==> src/hw/scdt_pkg.sv <==
`default_nettype none
package scdt_pkg;
  localparam int unsigned data_width = 14;
  localparam int unsigned latency_cycles = 8;
  localparam int unsigned lock_cycles = 100;
  localparam int unsigned fifo_depth = 8;
  localparam int unsigned lock_count_width = 7;
  localparam logic [6:0] lock_count_last = 7'h63;
  localparam logic [1:0] div_count_full = 2'h0;
  localparam logic [1:0] div_count_half = 2'h1;
  localparam logic [1:0] div_count_quarter = 2'h3;
  typedef enum logic [1:0] {
    scdt_mode_full = 2'h0,
    scdt_mode_half = 2'h1,
    scdt_mode_quarter = 2'h2,
    scdt_mode_illegal = 2'h3
  } scdt_mode_t;
  typedef enum {scdt_lock_wait, scdt_lock_done} scdt_lock_t;
endpackage : scdt_pkg
`default_nettype wire

==> src/hw/scdt_link_if.sv <==
`default_nettype none
interface scdt_link_if;
  logic [scdt_pkg::data_width-1:0] data_a;
  logic [scdt_pkg::data_width-1:0] data_b;
  logic range_overflow_flag_a;
  logic range_overflow_flag_b;
  logic data_valid_strobe;
  logic half_rate_select;
  logic quarter_rate_select;
  logic clock_input_type_select;
  modport converter (
    output data_a, data_b, range_overflow_flag_a, range_overflow_flag_b,
    output data_valid_strobe,
    input half_rate_select, quarter_rate_select, clock_input_type_select
  );
  modport back_end (
    input data_a, data_b, range_overflow_flag_a, range_overflow_flag_b,
    input data_valid_strobe,
    output half_rate_select, quarter_rate_select, clock_input_type_select
  );
endinterface : scdt_link_if
`default_nettype wire

==> src/hw/scdt_converter.sv <==
// Overview of operation
// - two select pins form mode; both high illegal
// - both low: sample every clock
// - half-rate pin: sample every second clock
// - quarter-rate pin: sample every fourth clock
// - sample on falling positive clock edge
// - result appears eight clocks after sample
// - about 100 clocks to relock
// - timing independent of clock duty cycle
// - strobe synchronous with output words
// - back end may capture on clock
// - type pin selects differential or single-ended
// - data changes on the same edge that sets strobe
// - overflow flag follows data latency
`default_nettype none
module scdt_converter (
  input wire logic ref_clk,
  input wire logic rst,
  scdt_link_if.converter link,
  input wire logic [scdt_pkg::data_width-1:0] sample_a,
  input wire logic [scdt_pkg::data_width-1:0] sample_b,
  input wire logic over_range_a,
  input wire logic over_range_b,
  output logic locked,
  output logic differential_clock,
  output logic mode_illegal
);
  localparam int unsigned w = scdt_pkg::data_width;
  localparam int unsigned lat = scdt_pkg::latency_cycles;
  logic [1:0] sel_meta;
  logic [1:0] sel_sync;
  logic type_meta;
  logic type_sync;
  scdt_pkg::scdt_mode_t mode;
  scdt_pkg::scdt_mode_t prev_mode;
  logic [1:0] div_count;
  logic [1:0] div_last;
  logic sample_tick;
  logic [scdt_pkg::lock_count_width-1:0] lock_count;
  scdt_pkg::scdt_lock_t lock_state;
  logic [2*w+1:0] pipe_data [lat];
  logic [lat-1:0] pipe_valid;
  logic mode_change;
  logic sample_take;
  logic out_load;
  // pins come from outside: two flops before use
  always_ff @(posedge ref_clk)
  begin
    if (rst)
    begin
      sel_meta <= 2'h0;
      sel_sync <= 2'h0;
    end
    else
    begin
      sel_meta <= {link.quarter_rate_select, link.half_rate_select};
      sel_sync <= sel_meta;
    end
  end
  always_ff @(posedge ref_clk)
  begin
    if (rst)
    begin
      type_meta <= 1'b0;
      type_sync <= 1'b0;
    end
    else
    begin
      type_meta <= link.clock_input_type_select;
      type_sync <= type_meta;
    end
  end
  assign mode = scdt_pkg::scdt_mode_t'(sel_sync);
  assign mode_illegal = mode == scdt_pkg::scdt_mode_illegal;
  assign differential_clock = type_sync;
  assign mode_change = mode != prev_mode;
  always_comb
  begin
    unique case (mode)
      scdt_pkg::scdt_mode_full: div_last = scdt_pkg::div_count_full;
      scdt_pkg::scdt_mode_half: div_last = scdt_pkg::div_count_half;
      scdt_pkg::scdt_mode_quarter:
        div_last = scdt_pkg::div_count_quarter;
      scdt_pkg::scdt_mode_illegal: div_last = scdt_pkg::div_count_full;
    endcase
  end
  // one tick per sampling instant; illegal code takes no samples
  assign sample_tick = !mode_change && !mode_illegal && div_count == 2'h0;
  // ticks before lock are dropped, not queued
  assign sample_take = sample_tick && locked;
  always_ff @(posedge ref_clk)
  begin
    if (rst)
    begin
      prev_mode <= scdt_pkg::scdt_mode_full;
    end
    else
    begin
      prev_mode <= mode;
    end
  end
  always_ff @(posedge ref_clk)
  begin
    if (rst)
    begin
      div_count <= 2'h0;
    end
    else if (mode_change || div_count == div_last)
    begin
      div_count <= 2'h0;
    end
    else
    begin
      div_count <= div_count + 2'h1;
    end
  end
  // lock interval restarts on reset and on any mode change
  always_ff @(posedge ref_clk)
  begin
    if (rst || mode_change)
    begin
      lock_state <= scdt_pkg::scdt_lock_wait;
      lock_count <= '0;
    end
    else
    begin
      unique case (lock_state)
        scdt_pkg::scdt_lock_wait:
        begin
          if (lock_count == scdt_pkg::lock_count_last)
          begin
            lock_state <= scdt_pkg::scdt_lock_done;
          end
          else
          begin
            lock_count <= lock_count + 1'b1;
          end
        end
        scdt_pkg::scdt_lock_done: lock_count <= lock_count;
      endcase
    end
  end
  assign locked = lock_state == scdt_pkg::scdt_lock_done;
  // single-clock model: every stage is edge-based, duty cycle irrelevant
  // sampling edge is the ref_clk edge standing for the falling clock edge
  always_ff @(posedge ref_clk)
  begin
    if (rst)
    begin
      pipe_valid <= '0;
    end
    else
    begin
      pipe_valid <= {pipe_valid[lat-2:0], sample_take};
    end
  end
  always_ff @(posedge ref_clk)
  begin
    pipe_data[0] <= {over_range_b, over_range_a,
      sample_b, sample_a};
  end
  genvar gi;
  generate
    for (gi = 1; gi < lat; gi++)
    begin : g_pipe
      always_ff @(posedge ref_clk)
      begin
        pipe_data[gi] <= pipe_data[gi-1];
      end
    end
  endgenerate
  // words still in the pipe when lock drops are discarded
  assign out_load = pipe_valid[lat-1] && locked;
  // data and strobe load on one edge, so a high strobe marks valid data
  always_ff @(posedge ref_clk)
  begin
    if (rst)
    begin
      link.data_a <= '0;
      link.data_b <= '0;
    end
    else if (out_load)
    begin
      link.data_a <= pipe_data[lat-1][w-1:0];
      link.data_b <= pipe_data[lat-1][2*w-1:w];
    end
  end
  always_ff @(posedge ref_clk)
  begin
    if (rst)
    begin
      link.range_overflow_flag_a <= 1'b0;
      link.range_overflow_flag_b <= 1'b0;
    end
    else if (out_load)
    begin
      link.range_overflow_flag_a <= pipe_data[lat-1][2*w];
      link.range_overflow_flag_b <= pipe_data[lat-1][2*w+1];
    end
  end
  always_ff @(posedge ref_clk)
  begin
    if (rst)
    begin
      link.data_valid_strobe <= 1'b0;
    end
    else
    begin
      link.data_valid_strobe <= out_load;
    end
  end
endmodule : scdt_converter
`default_nettype wire

==> src/flat_wrapper.sv <==
// flat-port wrapper written by rule: the top's interface ports become plain ports
module scdt_converter_flat 
  (ref_clk, rst, sample_a, sample_b, over_range_a, over_range_b, locked, differential_clock, mode_illegal, link_data_a, link_data_b, link_range_overflow_flag_a, link_range_overflow_flag_b, link_data_valid_strobe, link_half_rate_select, link_quarter_rate_select, link_clock_input_type_select);
  scdt_link_if link_i ();
  input wire logic ref_clk;
  input wire logic rst;
  input wire logic [scdt_pkg::data_width-1:0] sample_a;
  input wire logic [scdt_pkg::data_width-1:0] sample_b;
  input wire logic over_range_a;
  input wire logic over_range_b;
  output logic locked;
  output logic differential_clock;
  output logic mode_illegal;
  output wire logic [$bits(link_i.data_a)-1:0] link_data_a;
  output wire logic [$bits(link_i.data_b)-1:0] link_data_b;
  output wire logic [$bits(link_i.range_overflow_flag_a)-1:0] link_range_overflow_flag_a;
  output wire logic [$bits(link_i.range_overflow_flag_b)-1:0] link_range_overflow_flag_b;
  output wire logic [$bits(link_i.data_valid_strobe)-1:0] link_data_valid_strobe;
  input wire logic [$bits(link_i.half_rate_select)-1:0] link_half_rate_select;
  input wire logic [$bits(link_i.quarter_rate_select)-1:0] link_quarter_rate_select;
  input wire logic [$bits(link_i.clock_input_type_select)-1:0] link_clock_input_type_select;
  assign link_data_a = link_i.data_a;
  assign link_data_b = link_i.data_b;
  assign link_range_overflow_flag_a = link_i.range_overflow_flag_a;
  assign link_range_overflow_flag_b = link_i.range_overflow_flag_b;
  assign link_data_valid_strobe = link_i.data_valid_strobe;
  assign link_i.half_rate_select = link_half_rate_select;
  assign link_i.quarter_rate_select = link_quarter_rate_select;
  assign link_i.clock_input_type_select = link_clock_input_type_select;
  scdt_converter u_core (.ref_clk(ref_clk), .rst(rst), .link(link_i), .sample_a(sample_a), .sample_b(sample_b), .over_range_a(over_range_a), .over_range_b(over_range_b), .locked(locked), .differential_clock(differential_clock), .mode_illegal(mode_illegal));
endmodule
==> config.mk <==
export PLATFORM = sky130hd
export DESIGN_NAME = scdt_converter_flat
export DESIGN_NICKNAME = d
export VERILOG_FILES = /design/src/hw/scdt_pkg.sv /design/src/hw/scdt_link_if.sv /design/src/hw/scdt_converter.sv /design/src/flat_wrapper.sv
export SDC_FILE = /design/constraint.sdc
export NUM_CORES = 1
export LEC_CHECK = 0
export ABC_AREA = 1
export BUFFER_PORTS_ARGS = -buffer_cell sky130_fd_sc_hd__buf_2
export CAP_MARGIN = 5
export CORE_MARGIN = 2
export CORE_UTILIZATION = 59
export CTS_BUF_LIST = sky130_fd_sc_hd__clkbuf_4
export CTS_CLUSTER_DIAMETER = 150
export DETAILED_ROUTE_END_ITERATION = 10
export PLACE_DENSITY = 0.78
export RECOVER_POWER = 50
export SLEW_MARGIN = 20
export SYNTH_ARGS = -nofsm -noshare
export SYNTH_HDL_FRONTEND = slang
export SYNTH_SLANG_ARGS = --single-unit
export TNS_END_PERCENT = 100
==> constraint.sdc <==
create_clock -name ref_clk -period 1.7 [get_ports ref_clk]
set_input_delay 0.17 -clock ref_clk [delete_from_list [all_inputs] [get_ports ref_clk]]
set_output_delay 0.17 -clock ref_clk [all_outputs]
set_load 0.01 [all_outputs]
# [Yosys cells after proc, flatten, opt, wreduce, memory -nomap -nowiden]
# Memories as Yosys holds them, arrays and structs flattened. A register that Yosys moved wholly into a read port is not among the register bits.
# Index checks and enable logic that the tools add are counted.
[totals] regBits=27 ramBits=240 input_bits=35 output_inout_bits=34 mem_count=1
[classes] addsub=2 eq_ne=7 muxes=3 n_bitwise=1 n_reduce_logical=15
[memory_table] name="u_core.pipe_data" words=8 width=30 read_ports=8 rd_clocked_by_memory_dff=1 wr=8 line_no="scdt_converter.sv:41" text="logic [2*w+1:0] pipe_data [lat];"
[op_table] cell="32-bit zero test" n=1
[op_table] cell="7-bit two-way mux" n=2
[op_table] cell="7-bit by 1-bit adder with 7-bit output, second input constant" n=1
[op_table] cell="7-bit equality test, second input constant" n=1
[op_table] cell="2-bit one-hot mux with 3 select lines" n=1
[op_table] cell="2-bit equality test, second input constant" n=2
[op_table] cell="1-bit logical AND" n=4
[op_table] cell="2-bit zero test" n=2
[op_table] cell="2-bit AND reduction" n=2
[op_table] cell="2-bit OR reduction" n=2
[op_table] cell="2-bit by 1-bit adder with 2-bit output, second input constant" n=1
[op_table] cell="2-bit by 1-bit equality test with 1-bit output, second input constant" n=1
[op_table] cell="2-bit equality test" n=1
[op_table] cell="1-bit zero test" n=2
[op_table] cell="1-bit logical OR" n=2
[op_table] cell="2-bit != test" n=1
[op_table] cell="2-bit != test, second input constant" n=1
[op_table] cell="1-bit inverter" n=1

# [Depth between registers and ports, before layout]
[logic_depth] ltp_word=6 mapped_depth=8 depth_no_buf=8

# [Least setup slack after synthesis]
# No wires, ideal clock.
[synth_timing] kind="register -> register" from="register u_core.lock_count[0] in the netlist's numbering" to="register u_core.lock_count[0] in the netlist's numbering" setup_time_ns=0.113 t_arrival_ns=1.077 required_ns=1.587 slack_ns=0.509 stages_incl_launch_ff=9 synth_period_minus_slack_ns=1.191 path_cell_list="dfxtp_1 > ha_1 > nand2_1 > inv_1 > nand3_4 > nand2_2 > inv_2 > nor2_2 > nor2_1"
[synth_via] elab_chain_len=3
[synth_lines] item="start: declaration" line_no="scdt_converter.sv:39" text="logic [scdt_pkg::lock_count_width-1:0] lock_count;"
[synth_lines] item="start signal: assignment" line_no="scdt_converter.sv:136" text="lock_count <= lock_count + 1'b1;"
[synth_lines] item="start signal: assignment" line_no="scdt_converter.sv:139" text="scdt_pkg::scdt_lock_done: lock_count <= lock_count;"
[synth_lines] item="7-bit by 1-bit adder with 7-bit output / 7-bit equality test (equally long branches)" line_no="scdt_converter.sv:136, scdt_converter.sv:130"
[synth_lines] item="7-bit two-way mux / 2-bit != test (equally long branches)"
[synth_lines] item="7-bit two-way mux / 2-bit AND reduction (equally long branches)"
# Parallel ways exist; a longest one is shown, timed or not. The select of a mux whose other input is x is not followed.
# A chain may end at the register's enable or synchronous reset.

# [Worst setup path in the final report]
[layout_timing] from="register u_core.sel_sync[1] (netlist: u_core.mode[1])" to="output mode_illegal"
[layout_via] elab_chain_len=1
[layout_lines] item="start: declaration" line_no="scdt_converter.sv:31" text="logic [1:0] sel_sync;"
[layout_lines] item="start signal: assignment" line_no="scdt_converter.sv:57" text="sel_sync <= sel_meta;"
[layout_lines] item="2-bit equality test" line_no="scdt_converter.sv:74" text="assign mode_illegal = mode == scdt_pkg::scdt_mode_illegal;"
[layout_lines] item="end: declaration" line_no="flat_wrapper.sv:13" text="output logic mode_illegal;"
# Every way passes these cells.

==> impl_metrics.tcl <==
set metrics [dict create \
    layout_min_cycle_time_ns 1.566 \
    ys_types 24 \
    io-pin-count 69 \
    dp_hpwl_um 5420 \
    ir_drop_uv 969.5 \
    powerDensity_nw_per_um2 1487 \
    status "finished, final reports clean" \
    numCtsBuffers 68 \
    antenna_left 0 \
    relSlewSlack 0.6897 \
    register_area_um2 5946 \
    worstPathCellList "ha_1, buf_2" \
    pwr-share-seq 0.574 \
    vias 3756 \
    die_y_um 112.4 \
    grt_max_degree 31 \
    grt-ovfl-total 0 \
    worst_pin_slew_ns 0.4647 \
    gp_congestion 0.7763 \
    rsz0062_at_grt "no" \
    critPathMaxStageDelay_ns 0.42 \
    setup_viol 0 \
    critPathKind "flip-flop to primary output" \
    routedWlPerCell_um 10.63 \
    synth.area.top_cells "dfxtp_1, nor2_1, o21ai_0" \
    path_max_fanout 4 \
    tritoncts "yes" \
    fin_crit_sh 0.9209 \
    synth_flop_cell "dfxtp_1" \
    critPathLaunchType "flip-flop" \
    post-synth-top-area-cell "dfxtp_1" \
    synth_fp_nets 547 \
    hold_path.class "input pin to flip-flop" \
    crit_arrival_ns 1.40 \
    synth-async-reset-ratio 0 \
    n_fill_cell 723 \
    holdWs_ns 0.1924 \
    clk_latency_ns 0.61 \
    routed_wl_um 9129 \
    cp.buffers_inverters 1 \
    finalSetupTns_ns 0 \
    finish.utilization 0.7547 \
    cts_root_buf "clkbuf_4" \
    die-area_um2 12620 \
    drv_slew 0 \
    drive_gt1_frac 0.2668 \
    fmax_mhz 638.8 \
    syn_area_per_cell_um2 13.64 \
    syn_to_final_growth_pct 24.38 \
    htreeDepth 3 \
    hold_buffers 37 \
    syn-cell-area_um2 6928 \
    yosysSeqAreaShare 0.8582 \
    antenna_cells 0 \
    numPortBuffers 68 \
    antenna_found_initial 0 \
    postCtsResizedCells 0 \
    grt_pass1_wl_um 15180 \
    power.switching_uw 2541 \
    drtPass1Iterations 4 \
    start_util 0.6067 \
    worst_path_dominant_cell_family "flip-flops" \
    die_w_um 112.4 \
    ys_ff_latch 297 \
    synth_top_area_share 0.8582 \
    vias_per_cell 4.373 \
    cp_slowest_cell "dfxtp_1" \
    core_um2 11420 \
    cts_buffer_depth 3 \
    final_nets 712 \
    grt_pass1_vias 3776 \
    final_area_um2 8617 \
    syn-instance-count 508 \
    track_usage 0.1497 \
    dpl_cell_area_um2 7393 \
    skew_ns 0.02991 \
    hold_violations 0 \
    clkSinkCount 297 \
    p_leak_uw 0.003850 \
    postCtsSetupBuffers 0 \
    clkTransAtPathRegs_ns 0.07 \
    synth-edff-count 0 \
    p_comb_frac 0.015 \
    yosysMostFrequentCell "dfxtp_1" \
    drv_cap 0 \
    placementRows 39 \
    cp-end-kind "primary output" \
    yosys_warnings 0 \
    drc 0 \
    yosys-top-cells-count "dfxtp_1, nor2_1, inv_1, o21ai_0, nand2_1" \
    multi_input_area_um2 785.8 \
    required_ns 1.53 \
    clockPowerShare 0.411 \
    dr.first_iter.drc_count 206 \
    sw_frac_of_total 0.1983 \
    p_int_uw 10270 \
]
## flip-flops by register name, summed over array words and instances (netlist names), 2 cells and up
name,count
u_core.pipe_valid,8
u_core.sel_meta,2
u_core.link.data_b,14
u_core.prev_mode,2
u_core.pipe_data,240
u_core.div_count,2
u_core.lock_count,7
u_core.link.data_a,14
u_core.mode,2
## power by group through the flow
stage | registers (µW) | clock network, µW | logic [µW]
after floorplan | 7480 | 0 | 78.2
after global placement | 7490 | 0 | 118
after detailed placement | 7510 | 0 | 126
after CTS | 7360 | 5470 | 190
after global routing | 7380 | 5850 | 215
final | 7360 | 5270 | 191
## logic make-up after synthesis
family                     after synthesis  share of synthesized area
and+or+nand+nor                        122                    0.07531
AOI/OAI and AO/OA                       34                    0.02456
adders and majority gates                4                   0.007224
buffers and inverters                   46                    0.02835
xor gates and xnor gates                 5                   0.006321
DFF                                    297                     0.8582
## routing by layer
metal | vias up | routed length [µm] | track usage
met2 | 128 | 4501 | 0.2554
met3 | 37 | 567 | 0.06210
li1 | 1933 | - | -
met1 | 1658 | 3733 | 0.1450
met4 | 0 | 327 | 0.1089
met5 | - | 0 | 0
## path summary, 6_finish.rpt
kind              slack, ns                 endpoint                     from  cells past startpoint
hold / removal         0.19  u_core.pipe_data[0][24]             sample_b[10]                      2
setup reg to reg       0.29     u_core.lock_count[0]     u_core.lock_count[0]                      8
setup / recovery       0.13             mode_illegal           u_core.mode[1]                      2
hold reg to reg        0.31  u_core.pipe_data[3][20]  u_core.pipe_data[2][20]                      0
## stage by stage
step / std cells / worst slack [ns] / total power (µW)
global route: 859 / 0.06364 / 13440
CTS: 859 / 0.09335 / 13020
floorplan: 508 / 0.5094 / 7559
global placement: 709 / 0.4195 / 7613
finish: 859 / 0.1345 / 12810
detailed placement: 709 / 0.3126 / 7640
## cell type report
class / count / area share
Multi-Input combinational cell: 165 / 0.09119
Timing Repair Buffer: 107 / 0.08422
Clock buffer: 101 / 0.08799
Sequential cell: 297 / 0.6900
Inverter: 34 / 0.01481
Tap cell: 143 / 0.02076
Clock inverter: 12 / 0.01104
## placed cells by master, fill, tap and decap left out, drive strengths merged
master         n
nand3          8
ha             4
a21oi          2
buf           70
nor3           1
bufinv         1
nand2         18
o21ai         32
clkinvlp       1
clkbuf       101
nor2          91
xor2           4
inv           35
xnor2          1
nand4          4
dfxtp        297
dlygate4sd3   37
clkinv         9
## worst reg2reg max path, stage by stage (launching register included)
cell and delay [ns]:
dfxtp_1 0.42, ha_1 0.26, nand2_1 0.09, inv_1 0.11, nand3_4 0.12, nand2_2 0.13, inv_2 0.05, nor2_2 0.08
nor2_1 0.05
Power figures use the tool's default switching activity.
